**src/logic/rttc_map.svh**
```systemverilog
`ifndef RTTC_MAP_SVH
`define RTTC_MAP_SVH
// Contract
// - Opcodes 0xFCCA and 0xFCCB carry transmit test.
// - Mode 0x00 sends basic packets.
// - Mode 0x01 sends continuous nine-bit PRBS.
// - Mode 0x02 sends continuous fifteen-bit PRBS.
// - Modes 0x03-0x05 send zeros, ones, alternating.
// - Modes 0x06-0x08 send runs of two, four, eight.
// - Modes above 0x08 are undefined.
// - Channel index 0x00 to 0x27 only.
// - Length byte sets payload bytes per packet; code sends one byte for length 0.
// - Payload 0x00 PRBS9, payload 0x03 PRBS15.
// - Payloads 0x01,02,04-07 repeat fixed bytes.
// - PHY 0x01 is 1M, 0x02 is 2M.
// - PHY 0x03 coded S8, 0x04 coded S2.
// - Power request -127..+20, actual power returned.
// - Maximum available power is returned.
// - First return byte is a status code.
// - Length and payload ignored in continuous modes.

// ----------------------------------------------------------------
// Register map
// ----------------------------------------------------------------
`define RTTC_OPC_V2 16'hfcca
`define RTTC_OPC_V3 16'hfccb
`define RTTC_ADDR_OPCODE 4'h0
`define RTTC_ADDR_MODE 4'h1
`define RTTC_ADDR_CHAN 4'h2
`define RTTC_ADDR_LEN 4'h3
`define RTTC_ADDR_PAYLOAD 4'h4
`define RTTC_ADDR_PHY 4'h5
`define RTTC_ADDR_POWER 4'h6
`define RTTC_ADDR_GO 4'h7
`define RTTC_ADDR_STATUS 4'h8
`define RTTC_ADDR_PMAX 4'h9
`define RTTC_ADDR_PACT 4'ha
`define RTTC_ADDR_ACTIVE 4'hb
`define RTTC_MODE_MAX 8'h08
`define RTTC_CHAN_MAX 8'h27
`define RTTC_PAY_MAX 8'h07
`define RTTC_PHY_MIN 8'h01
`define RTTC_PHY_MAX 8'h04
`define RTTC_PWR_MIN 8'h81
`define RTTC_PWR_MAX 8'h14
`define RTTC_ST_OK 8'h00
`define RTTC_ST_UNKNOWN 8'h01
`define RTTC_ST_BADPARAM 8'h12
`define RTTC_PRBS9_SEED 9'h1ff
`define RTTC_PRBS15_SEED 15'h7fff
`endif

```
**src/logic/rttc_pkg.sv**
```systemverilog
package rttc_pkg;
	typedef enum logic [1:0] {
		RTTC_PHY_1M,
		RTTC_PHY_2M,
		RTTC_PHY_S8,
		RTTC_PHY_S2
	} rttc_phy_t;
	typedef struct packed {
		logic active;
		logic packet_tx_mode;
		logic [7:0] chan;
		rttc_phy_t phy;
		logic [7:0] power;
	} rttc_radio_t;
	typedef struct packed {
		logic bit_val;
		logic bit_valid;
		logic byte_last;
		logic pkt_last;
	} rttc_bits_t;
endpackage

```
**src/logic/rttc_top.sv**
```systemverilog
`timescale 1ns/1ps
`include "rttc_map.svh"
module rttc_top #(
	parameter logic [7:0] MAX_POWER_DBM = 8'h0a,
	parameter int BIT_DIV = 125
) (
	input wire logic i_ref_clk,
	input wire logic i_nrst,
	input wire logic [3:0] i_addr,
	input wire logic [15:0] i_wdata,
	input wire logic i_wr,
	input wire logic i_rd,
	output logic [15:0] o_rdata,
	output rttc_pkg::rttc_radio_t o_radio,
	output rttc_pkg::rttc_bits_t o_bits
);
	import rttc_pkg::*;

	logic rst_s1_q, rst_n_q;
	always_ff @(posedge i_ref_clk or negedge i_nrst) begin
		if (!i_nrst) begin
			rst_s1_q <= 1'b0;
			rst_n_q <= 1'b0;
		end else begin
			rst_s1_q <= 1'b1;
			rst_n_q <= rst_s1_q;
		end
	end

	// ----------------------------------------------------------------
	// Command parameters
	// ----------------------------------------------------------------
	logic [15:0] opc_q;
	logic [7:0] mode_q, chan_q, len_q, pay_q, phy_q, pwr_q;
	logic [7:0] status_q, pact_q;
	logic active_q, pkt_q;
	logic [7:0] run_mode_q, run_pay_q, run_len_q;
	logic go;
	assign go = i_wr && i_addr == `RTTC_ADDR_GO;

	always_ff @(posedge i_ref_clk or negedge rst_n_q) begin
		if (!rst_n_q) begin
			opc_q <= 16'h0000;
			mode_q <= 8'h00;
			chan_q <= 8'h00;
			len_q <= 8'h00;
			pay_q <= 8'h00;
			phy_q <= `RTTC_PHY_MIN;
			pwr_q <= 8'h00;
		end else if (i_wr) begin
			unique case (i_addr)
				`RTTC_ADDR_OPCODE: opc_q <= i_wdata;
				`RTTC_ADDR_MODE: mode_q <= i_wdata[7:0];
				`RTTC_ADDR_CHAN: chan_q <= i_wdata[7:0];
				`RTTC_ADDR_LEN: len_q <= i_wdata[7:0];
				`RTTC_ADDR_PAYLOAD: pay_q <= i_wdata[7:0];
				`RTTC_ADDR_PHY: phy_q <= i_wdata[7:0];
				`RTTC_ADDR_POWER: pwr_q <= i_wdata[7:0];
				default: ;
			endcase
		end
	end

	// Power is clamped down to what the radio can give; there is no lower clamp, so values below the floor pass unchanged.
	function automatic logic [7:0] clamp_pwr(input logic [7:0] req);
		logic signed [7:0] r;
		r = signed'(req);
		if (r > signed'(MAX_POWER_DBM)) begin
			return MAX_POWER_DBM;
		end
		return req;
	endfunction

	logic opc_ok, par_ok, cmd_ok;
	assign opc_ok = opc_q == `RTTC_OPC_V2 || opc_q == `RTTC_OPC_V3;
	// Payload code is only checked in packet mode since it is ignored otherwise.
	assign par_ok = mode_q <= `RTTC_MODE_MAX
		&& chan_q <= `RTTC_CHAN_MAX
		&& (mode_q != 8'h00 || pay_q <= `RTTC_PAY_MAX)
		&& phy_q >= `RTTC_PHY_MIN && phy_q <= `RTTC_PHY_MAX
		&& (signed'(pwr_q) >= signed'(`RTTC_PWR_MIN))
		&& (signed'(pwr_q) <= signed'(`RTTC_PWR_MAX));
	assign cmd_ok = opc_ok && par_ok;

	rttc_phy_t phy_sel;
	always_comb begin
		unique case (phy_q[2:0])
			3'h2: phy_sel = RTTC_PHY_2M;
			3'h3: phy_sel = RTTC_PHY_S8;
			3'h4: phy_sel = RTTC_PHY_S2;
			default: phy_sel = RTTC_PHY_1M;
		endcase
	end

	always_ff @(posedge i_ref_clk or negedge rst_n_q) begin
		if (!rst_n_q) begin
			status_q <= `RTTC_ST_OK;
			pact_q <= 8'h00;
			active_q <= 1'b0;
			pkt_q <= 1'b0;
			run_mode_q <= 8'h00;
			run_pay_q <= 8'h00;
			run_len_q <= 8'h00;
			o_radio <= '0;
		end else if (go) begin
			if (!opc_ok) begin
				status_q <= `RTTC_ST_UNKNOWN;
			end else if (!par_ok) begin
				status_q <= `RTTC_ST_BADPARAM;
			end else begin
				status_q <= `RTTC_ST_OK;
			end
			active_q <= cmd_ok;
			pkt_q <= mode_q == 8'h00;
			run_mode_q <= mode_q;
			run_pay_q <= pay_q;
			run_len_q <= len_q;
			pact_q <= cmd_ok ? clamp_pwr(pwr_q) : 8'h00;
			o_radio.active <= cmd_ok;
			o_radio.packet_tx_mode <= cmd_ok && mode_q == 8'h00;
			o_radio.chan <= chan_q;
			o_radio.phy <= phy_sel;
			o_radio.power <= clamp_pwr(pwr_q);
		end
	end

	// ----------------------------------------------------------------
	// Bit timing and pattern generation
	// ----------------------------------------------------------------
	logic [15:0] div_q;
	logic bit_en;
	// A start restarts the bit period, so the first bit of a new test comes at a known time
	// and no stale bit of the previous pattern slips out in the cycle of the start.
	assign bit_en = active_q && !go && div_q == 16'(BIT_DIV - 1);
	always_ff @(posedge i_ref_clk or negedge rst_n_q) begin
		if (!rst_n_q) begin
			div_q <= 16'h0000;
		end else if (!active_q || go || bit_en) begin
			div_q <= 16'h0000;
		end else begin
			div_q <= div_q + 16'h0001;
		end
	end

	logic [8:0] p9_q;
	logic [14:0] p15_q;
	logic [3:0] cnt_q;
	logic [2:0] bitpos_q;
	logic [7:0] bytecnt_q;
	always_ff @(posedge i_ref_clk or negedge rst_n_q) begin
		if (!rst_n_q) begin
			p9_q <= `RTTC_PRBS9_SEED;
			p15_q <= `RTTC_PRBS15_SEED;
			cnt_q <= 4'h0;
		end else if (go) begin
			p9_q <= `RTTC_PRBS9_SEED;
			p15_q <= `RTTC_PRBS15_SEED;
			cnt_q <= 4'h0;
		end else if (bit_en) begin
			p9_q <= {p9_q[7:0], p9_q[8] ^ p9_q[4]};
			p15_q <= {p15_q[13:0], p15_q[14] ^ p15_q[13]};
			cnt_q <= cnt_q + 4'h1;
		end
	end

	// The last bit of the last payload byte closes a packet; a zero length acts as one byte.
	logic pkt_end;
	assign pkt_end = bitpos_q == 3'h7 && bytecnt_q + 8'h01 >= run_len_q;

	// Packet byte framing; runs only in packet mode.
	always_ff @(posedge i_ref_clk or negedge rst_n_q) begin
		if (!rst_n_q) begin
			bitpos_q <= 3'h0;
			bytecnt_q <= 8'h00;
		end else if (go) begin
			bitpos_q <= 3'h0;
			bytecnt_q <= 8'h00;
		end else if (bit_en && pkt_q) begin
			bitpos_q <= bitpos_q + 3'h1;
			if (bitpos_q == 3'h7) begin
				bytecnt_q <= pkt_end ? 8'h00 : bytecnt_q + 8'h01;
			end
		end
	end

	function automatic logic fixed_byte(input logic [7:0] code, input logic [2:0] pos);
		logic [7:0] b;
		unique case (code)
			8'h01: b = 8'hf0;
			8'h02: b = 8'haa;
			8'h04: b = 8'hff;
			8'h06: b = 8'h0f;
			8'h07: b = 8'h55;
			default: b = 8'h00;
		endcase
		return b[3'h7 - pos];
	endfunction

	logic cur_bit;
	always_comb begin
		cur_bit = 1'b0;
		if (pkt_q) begin
			unique case (run_pay_q)
				8'h00: cur_bit = p9_q[8];
				8'h03: cur_bit = p15_q[14];
				default: cur_bit = fixed_byte(run_pay_q, bitpos_q);
			endcase
		end else begin
			unique case (run_mode_q)
				8'h01: cur_bit = p9_q[8];
				8'h02: cur_bit = p15_q[14];
				8'h04: cur_bit = 1'b1;
				8'h05: cur_bit = cnt_q[0];
				8'h06: cur_bit = cnt_q[1];
				8'h07: cur_bit = cnt_q[2];
				8'h08: cur_bit = cnt_q[3];
				default: cur_bit = 1'b0;
			endcase
		end
	end

	always_ff @(posedge i_ref_clk or negedge rst_n_q) begin
		if (!rst_n_q) begin
			o_bits <= '0;
		end else begin
			o_bits.bit_valid <= bit_en;
			o_bits.bit_val <= bit_en ? cur_bit : 1'b0;
			o_bits.byte_last <= bit_en && pkt_q && bitpos_q == 3'h7;
			o_bits.pkt_last <= bit_en && pkt_q && pkt_end;
		end
	end

	// ----------------------------------------------------------------
	// Read port
	// ----------------------------------------------------------------
	always_ff @(posedge i_ref_clk or negedge rst_n_q) begin
		if (!rst_n_q) begin
			o_rdata <= 16'h0000;
		end else if (i_rd) begin
			unique case (i_addr)
				`RTTC_ADDR_OPCODE: o_rdata <= opc_q;
				`RTTC_ADDR_MODE: o_rdata <= {8'h00, mode_q};
				`RTTC_ADDR_CHAN: o_rdata <= {8'h00, chan_q};
				`RTTC_ADDR_LEN: o_rdata <= {8'h00, len_q};
				`RTTC_ADDR_PAYLOAD: o_rdata <= {8'h00, pay_q};
				`RTTC_ADDR_PHY: o_rdata <= {8'h00, phy_q};
				`RTTC_ADDR_POWER: o_rdata <= {8'h00, pwr_q};
				`RTTC_ADDR_STATUS: o_rdata <= {8'h00, status_q};
				`RTTC_ADDR_PMAX: o_rdata <= {8'h00, MAX_POWER_DBM};
				`RTTC_ADDR_PACT: o_rdata <= {8'h00, pact_q};
				`RTTC_ADDR_ACTIVE: o_rdata <= {15'h0000, active_q};
				default: o_rdata <= 16'h0000;
			endcase
		end else begin
			o_rdata <= 16'h0000;
		end
	end

	// ----------------------------------------------------------------
	// Checks
	// ----------------------------------------------------------------
	bad_opc_a: assert property (@(posedge i_ref_clk) disable iff (!rst_n_q)
		go && !opc_ok |=> !active_q && status_q == `RTTC_ST_UNKNOWN)
		else $error("unknown opcode started a test");
	bad_mode_a: assert property (@(posedge i_ref_clk) disable iff (!rst_n_q)
		go && mode_q > `RTTC_MODE_MAX |=> !active_q && status_q != `RTTC_ST_OK)
		else $error("reserved mode accepted");
	bad_chan_a: assert property (@(posedge i_ref_clk) disable iff (!rst_n_q)
		go && chan_q > `RTTC_CHAN_MAX |=> !o_radio.active)
		else $error("out of range channel accepted");
	bad_phy_a: assert property (@(posedge i_ref_clk) disable iff (!rst_n_q)
		go && (phy_q == 8'h00 || phy_q > `RTTC_PHY_MAX) |=> status_q == `RTTC_ST_BADPARAM
		|| status_q == `RTTC_ST_UNKNOWN)
		else $error("reserved phy accepted");
	pkt_mode_a: assert property (@(posedge i_ref_clk) disable iff (!rst_n_q)
		go && cmd_ok && mode_q == 8'h00 |=> o_radio.packet_tx_mode && o_radio.active)
		else $error("packet mode not entered");
	ones_bits_a: assert property (@(posedge i_ref_clk) disable iff (!rst_n_q)
		bit_en && !pkt_q && run_mode_q == 8'h04 |=> o_bits.bit_val)
		else $error("all ones pattern broken");
	pact_clamp_a: assert property (@(posedge i_ref_clk) disable iff (!rst_n_q)
		go && cmd_ok |=> signed'(pact_q) <= signed'(MAX_POWER_DBM))
		else $error("actual power above maximum");
	no_tx_idle_a: assert property (@(posedge i_ref_clk) disable iff (!rst_n_q)
		!active_q |=> !o_bits.bit_valid)
		else $error("bits sent while idle");
	phy_map_a: assert property (@(posedge i_ref_clk) disable iff (!rst_n_q)
		go && cmd_ok && phy_q == 8'h03 |=> o_radio.phy == RTTC_PHY_S8)
		else $error("coded S8 phy not selected");
	good_opc_a: assert property (@(posedge i_ref_clk) disable iff (!rst_n_q)
		go && opc_q == `RTTC_OPC_V3 && par_ok |=> active_q && status_q == `RTTC_ST_OK)
		else $error("third version command not started");
	prbs9_bits_a: assert property (@(posedge i_ref_clk) disable iff (!rst_n_q)
		bit_en && !pkt_q && run_mode_q == 8'h01 |=> o_bits.bit_val == $past(p9_q[8]))
		else $error("nine bit sequence broken");
	prbs15_bits_a: assert property (@(posedge i_ref_clk) disable iff (!rst_n_q)
		bit_en && !pkt_q && run_mode_q == 8'h02 |=> o_bits.bit_val == $past(p15_q[14]))
		else $error("fifteen bit sequence broken");
	zeros_bits_a: assert property (@(posedge i_ref_clk) disable iff (!rst_n_q)
		bit_en && !pkt_q && run_mode_q == 8'h03 |=> !o_bits.bit_val)
		else $error("all zeros pattern broken");
	alt_bits_a: assert property (@(posedge i_ref_clk) disable iff (!rst_n_q)
		bit_en && !pkt_q && run_mode_q == 8'h05 |=> o_bits.bit_val == $past(cnt_q[0]))
		else $error("alternating pattern broken");
	runs_bits_a: assert property (@(posedge i_ref_clk) disable iff (!rst_n_q)
		bit_en && !pkt_q && run_mode_q == 8'h06 |=> o_bits.bit_val == $past(cnt_q[1]))
		else $error("runs of two pattern broken");
	pkt_last_a: assert property (@(posedge i_ref_clk) disable iff (!rst_n_q)
		o_bits.pkt_last |-> o_bits.byte_last)
		else $error("packet ended inside a byte");
	pay_prbs9_a: assert property (@(posedge i_ref_clk) disable iff (!rst_n_q)
		bit_en && pkt_q && run_pay_q == 8'h00 |=> o_bits.bit_val == $past(p9_q[8]))
		else $error("nine bit payload broken");
	pay_prbs15_a: assert property (@(posedge i_ref_clk) disable iff (!rst_n_q)
		bit_en && pkt_q && run_pay_q == 8'h03 |=> o_bits.bit_val == $past(p15_q[14]))
		else $error("fifteen bit payload broken");
	pay_ones_a: assert property (@(posedge i_ref_clk) disable iff (!rst_n_q)
		bit_en && pkt_q && run_pay_q == 8'h04 |=> o_bits.bit_val)
		else $error("all ones payload broken");
	phy_2m_a: assert property (@(posedge i_ref_clk) disable iff (!rst_n_q)
		go && cmd_ok && phy_q == 8'h02 |=> o_radio.phy == RTTC_PHY_2M)
		else $error("2M phy not selected");
	phy_s2_a: assert property (@(posedge i_ref_clk) disable iff (!rst_n_q)
		go && cmd_ok && phy_q == 8'h04 |=> o_radio.phy == RTTC_PHY_S2)
		else $error("coded S2 phy not selected");
	pact_pass_a: assert property (@(posedge i_ref_clk) disable iff (!rst_n_q)
		go && cmd_ok && signed'(pwr_q) <= signed'(MAX_POWER_DBM) |=> pact_q == $past(pwr_q))
		else $error("reachable power not applied");
	bad_pwr_a: assert property (@(posedge i_ref_clk) disable iff (!rst_n_q)
		go && opc_ok && signed'(pwr_q) > signed'(`RTTC_PWR_MAX)
		|=> !active_q && status_q == `RTTC_ST_BADPARAM)
		else $error("power above range accepted");
	pmax_read_a: assert property (@(posedge i_ref_clk) disable iff (!rst_n_q)
		i_rd && i_addr == `RTTC_ADDR_PMAX |=> o_rdata == {8'h00, MAX_POWER_DBM})
		else $error("maximum power read wrong");
	status_read_a: assert property (@(posedge i_ref_clk) disable iff (!rst_n_q)
		i_rd && i_addr == `RTTC_ADDR_STATUS |=> o_rdata == {8'h00, $past(status_q)})
		else $error("status read wrong");
	no_frame_a: assert property (@(posedge i_ref_clk) disable iff (!rst_n_q)
		!pkt_q |=> !o_bits.byte_last && !o_bits.pkt_last)
		else $error("framing seen in continuous mode");
	bad_pay_a: assert property (@(posedge i_ref_clk) disable iff (!rst_n_q)
		go && opc_ok && mode_q == 8'h00 && pay_q > `RTTC_PAY_MAX
		|=> !active_q && status_q == `RTTC_ST_BADPARAM)
		else $error("reserved payload accepted");
endmodule

```
**config.mk**
```make
export PLATFORM = sky130hd
export DESIGN_NAME = rttc_top
export DESIGN_NICKNAME = d
export VERILOG_FILES = /design/src/logic/rttc_pkg.sv /design/src/logic/rttc_top.sv
export VERILOG_INCLUDE_DIRS = /design/src /design/src/logic
export SDC_FILE = /design/constraint.sdc
export NUM_CORES = 1
export LEC_CHECK = 0
export BUFFER_PORTS_ARGS = -buffer_cell sky130_fd_sc_hd__clkbuf_2
export CORE_MARGIN = 2
export CORE_UTILIZATION = 54
export CTS_BUF_LIST = sky130_fd_sc_hd__clkbuf_16
export CTS_CLUSTER_SIZE = 16
export DETAILED_ROUTE_END_ITERATION = 7
export PLACE_DENSITY_LB_ADDON = 0.3
export SLEW_MARGIN = 0
export SYNTH_ARGS = -nofsm -noshare
export SYNTH_HDL_FRONTEND = slang
export SYNTH_SLANG_ARGS = --single-unit
```
**constraint.sdc**
```tcl
create_clock -name i_ref_clk -period 5.6 [get_ports i_ref_clk]
set_clock_uncertainty 0.05 [all_clocks]
set_input_delay 1.68 -clock i_ref_clk [delete_from_list [all_inputs] [get_ports i_ref_clk]]
set_output_delay 1.68 -clock i_ref_clk [all_outputs]
set_load 0.05 [all_outputs]
```
* After elaboration in Yosys (flattened, before gate mapping) *
Index checks and enable logic that the tools add are counted.

operators by class
  $lt $le $gt $ge = 10
  eq/ne operators = 31
  reductions and logical operators = 37
  add/subtract/negate cells = 5
  bitwise operators = 2
  mux-type cells = 32

operators with widths
  operator                                             number
  one-hot mux 16 bit (11 select lines)                 1
  2-to-1 mux 8 bit                                     9
  == test 8 x 3 -> 1 bit, second input constant        7
  one-hot mux 8 bit (5 select lines)                   1
  == test 16 bit, second input constant                2
  2-to-1 mux 16 bit                                    2
  2-to-1 mux 15 bit                                    2
  == test 8 x 2 -> 1 bit, second input constant        3
  2-to-1 mux 9 bit                                     2
  adder 16 x 1 -> 16 bit, second input constant        1
  == test 16 x 7 -> 1 bit, second input constant       1
  == test 4 x 3 -> 1 bit, second input constant        4
  == test 4 bit, second input constant                 4
  == test 8 x 1 -> 1 bit, second input constant        2
  <= comparator 8 x 3 -> 1 bit, second input constant  2
  <= comparator 8 x 6 -> 1 bit, second input constant  2
  zero test 8 bit                                      2
  AND reduction 2 bit                                  8
  logical AND 1 bit                                    15
  2-to-1 mux 5 bit                                     2
  adder 8 x 1 -> 8 bit, second input constant          1
  == test 4 x 2 -> 1 bit, second input constant        2
  == test 8 x 4 -> 1 bit, second input constant        1
  >= comparator 8 x 1 -> 1 bit, second input constant  1
  25 further kinds                                     40

storage, ports and cells
  bits in registers = 202
  bits of input ports = 24

* Longest topological paths before layout *
  depth in word-level cells = 9
  mapped depth = 9

* Least setup slack after synthesis *
Ideal clock, no wire load.

  path type = input to register
  start point = input port i_addr[1]
  end point = register pwr_q[0]
  setup slack = 2.378 ns
  data arrival time = 3.048 ns
  stages on the path = 6
  cells stage by stage = buf_2 nor2b_1 clkbuf_1 and2_1 clkbuf_1 mux2_2

on the way
  cells in the longest elaborated chain, start to end = 2

RTL lines
  what                           line            text
  from (decl)                    rttc_top.sv:9   input wire logic [3:0] i_addr,
  == test 4 x 3 -> 1 bit         rttc_top.sv:51  unique case (i_addr)
  AND reduction 2 bit (no line)  -
  to (signal assigned)           rttc_top.sv:58  `RTTC_ADDR_POWER: pwr_q <= i_wdata[7:0];
  to (decl)                      rttc_top.sv:34  logic [7:0] mode_q, chan_q, len_q, pay_q, phy_q, pwr_q;

No other way between the ends.
A chain may end at the register's enable or synchronous reset.

* Worst setup path after layout *
  start point = input port i_addr[2]
  end point = register p9_q[0]

on the way
  cells in the longest elaborated chain, start to end = 6

RTL lines
  what                                line             text
  == test 4 x 3 -> 1 bit (no line) *  -
  logical AND 1 bit (no line) *       -
  zero test 1 bit                     rttc_top.sv:134  assign bit_en = active_q && !go && div_q == 16'(BIT_DIV - 1);
  logical AND 1 bit (2 in a row)      rttc_top.sv:134
  nonzero test 2 bit (no line)        -
  to (signal assigned)                rttc_top.sv:152  p9_q <= `RTTC_PRBS9_SEED;
  to (signal assigned)                rttc_top.sv:156  p9_q <= `RTTC_PRBS9_SEED;
  to (signal assigned)                rttc_top.sv:160  p9_q <= {p9_q[7:0], p9_q[8] ^ p9_q[4]};
  to (decl)                           rttc_top.sv:145  logic [8:0] p9_q;

Mark *: on every way between the ends. The rest lies on a longest branch, timed or not.

==> results.md <==
* Outcome: complete, no violations
* Final hold violations at 0
* Synth top area cells: dfrtp_1 (48%), mux2_2 (8.8%), nand2_1 (8.1%)
* Clk buf depth at 2
* Post-synth EDFFs at 0
* Most frequent cells in the layout: nand2_1 (191), dfrtp_1 (170), mux2_2 (70)
* Slew @ Worst Pin at roughly 1.1 ns
* P_leak at between 0.004 and 0.005 uW
* Fin. max-slew vios at 0
* Top cell type's share of synthesized area at between 40% and 50%
* Final cell count without fillers at 1145
* Pwr dens at around 370 nW/um2
* Average via count per standard cell at between 5 and 6
* Root Driver: clkbuf_16
* Post-cts sizing count at 0
* Row count at 47
* Syn_area_per_cell at ~10 um2
* Hold Buf Count CTS at 0
* MaxCap Viol Count at 0
* Share of flip-flops with an asynchronous set or reset at 100%
* Die span in x at approximately 130 um
* Area of the multi-input gates at between 3000 and 4000 um2
* Critical Path AT at 4.28 ns
* H-Tree Level Count at 4
* Finished Cell Area at ~10000 um2
* Clock network fraction of design power at 32.6%
* Yosys warning count at 0
* CTS tree: done
* DR vias at about 6.6k
* Final core occ at roughly three fifths
* DP Cell Count at 1113
* Unrepaired setup endpoints after global routing: false
* Clock net sink count at about 200
* Seq pwr share at roughly half
* Synthesized area at 8930 um2
* Share of post-route cells with drive strength above 1 at approximately 23%
* DRC Markers at 0
* Psw at about 1200 uW
* Worst Setup End Kind: register
* Final hold slack at between 0.3 and 0.4 ns
* Layout area overhead at 12.2%
* Number of global-route vias before repair at just over 6k
* Startpoint Class: primary input
* Worst-Skew Late Latency at ~0.44 ns
* Total track usage at around 24%
* RePlAce Congestion at ~0.93
* Register area share after synthesis at 55.3%
* Routed WL at between 20000 and 25000 um
* First-pass GRT wire length at between 30000 and 40000 um
* ANT nets after route at 0
* Nets at between 900 and 1k
* Fill cell count at 1415
* Pre-Repair DR Iteration Count at 5
* Crit path kind: primary input to register
* Setup TNS at 0 ns
* Comb power frac at ~17%
* Max VDD drop at just over 0.0003 V
* Flip-flop and latch count after synthesis at 196
* Min Tclk post-route at a little under 4 ns
* P_int at between 2000 and 3000 uW
* N_diodes at 0
* Storage cell area at slightly below 5000 um2
* Core area at 16300 um2
* Starting density of the core at about 55%
* Post-synth top flop: dfrtp_1
* Syn Nets at around 900
* CP Data Required Time at a little under 6 ns
* Placed cell area at around 9400 um2
* Hold Path Depth at 0
* Relative slew slack at 26.2%
* CTS clk-pin slew, worst paths at approximately 0.080 ns
* Min-delay worst type: register to register
* Area leader, netlist: dfrtp_1
* Die span in y at between 100 and 150 um
* Final Cycle Share at between 70% and 80%
* Commonest non-fill, non-tap cell in the layout: nand2_1
* Full die area at approximately 18000 um2
* Pin count of the biggest net entering global routing at 195
* Crit-path max FO at 27
* Cells after Synth at about 860
* Initial antenna violation count at 0
* Max Freq at roughly 250 MHz
* Setup Viol. Count Final at 0
* Sw Ratio at 32.2%
* Num CTS Buffers at 17
* I/O pins at 64
* Port bufs at 63
* R2R depth at 9
* DRT iter0 DRCs at approximately 560
* DPL Wire Length at approximately 14000 um
* Post-CTS setup buffer count at 0
* Wirelength per Cell at 18.0 um
* GRT overflow at 0
* Synth cell types at 57
[path summary, 6_finish.rpt]
| check | startpoint | endpoint | slack, ns |
|---|---|---|---|
| max reg2reg | div_q[0] | p9_q[0] | 2.69 |
| min reg2reg | rst_s1_q | rst_n_q | 0.31 |
| min | rst_s1_q | rst_n_q | 0.31 |
| max in group asynchronous | rst_n_q | o_radio[14] | 4.20 |
| min in group asynchronous | rst_n_q | o_radio[10] | 0.40 |
| max | i_addr[2] | p9_q[0] | 1.65 |
[power groups by stage]
| stage | registers (uW) | clock network [uW] | logic, uW |
|---|---|---|---|
| 2_1_floorplan | 1950 | 0 | 346 |
| 3_3_place_gp | 1890 | 0 | 597 |
| 3_5_place_dp | 1900 | 0 | 612 |
| 4_1_cts | 1870 | 1220 | 615 |
| 5_1_grt | 1900 | 1280 | 677 |
| 6_report | 1880 | 1210 | 610 |
[cell usage after synthesis (all sizes together), types with 5 or more instances]
cell    number
mux2        70
ha          14
a32oi        6
dfstp       25
o21ai       59
nand4        7
nor2        36
or4          5
clkbuf      29
a21oi       17
xor2         7
dfrtp      171
a211oi       5
nand3b       8
xnor2       14
nor4         8
a22o        10
nor2b       10
nor3        13
nand3       41
and2        15
and3         7
mux2i        7
buf         11
or3          5
inv         16
nand2      192
[critical path, cell delays in order]
cell and delay (ns):
clkbuf_2 0.31, and3b_1 0.33, a21oi_1 0.42, nand2_1 0.53, inv_1 0.47, buf_4 0.31, nor3_1 0.07, a21oi_1 0.14
[per-layer routing]
| metal | wire, um | share of wire [%] | vias up | global-route usage [%] |
|---|---|---|---|---|
| met5 | 0 | 0 | - | 0 |
| met4 | 524 | 2.5 | 0 | 9.14 |
| met3 | 1080 | 5.2 | 39 | 3.91 |
| met2 | 9550 | 46 | 204 | 37.1 |
| met1 | 9490 | 46 | 3265 | 35.6 |
| li1 | - | - | 3095 | - |
[logic make-up (layout without fill, tap and decap cells)]
group / after synthesis / after routing / synth area share, %
other cells: 1 / 1 / 0.0420
simple gates: 366 / 366 / 19.1
buf+inv: 56 / 118 / 2.48
flops: 196 / 196 / 55.3
compound gates: 131 / 131 / 9.27
mux: 78 / 78 / 9.86
xor+xnor: 21 / 21 / 2.06
fa+ha+maj: 14 / 14 / 1.96
[registers in the layout, indices dropped and copies added, names as in the netlist, 9 cells and up]
| signal | flops |
|---|---|
| opc_q | 16 |
| p9_q | 9 |
| o_radio | 19 |
| o_rdata | 16 |
| div_q | 16 |
| p15_q | 15 |
[layout make-up]
| cell class | instances | share of cell area (%) |
|---|---|---|
| sequential | 196 | 49.3 |
| tap | 220 | 2.75 |
| multi-input combinational | 611 | 37.8 |
| clock buffer | 17 | 4.24 |
| inverter | 16 | 0.599 |
| clock inverter | 15 | 1.57 |
| timing repair buffer | 70 | 3.79 |
[stage by stage]
stage / power (uW) / setup slack, ns
after global routing: 3850 / 1.34
after detailed placement: 2510 / 1.27
final: 3690 / 1.65
after CTS: 3710 / 1.70
after floorplan: 2300 / 2.34
after global placement: 2490 / 1.28
(Power assumes the default switching activity.)
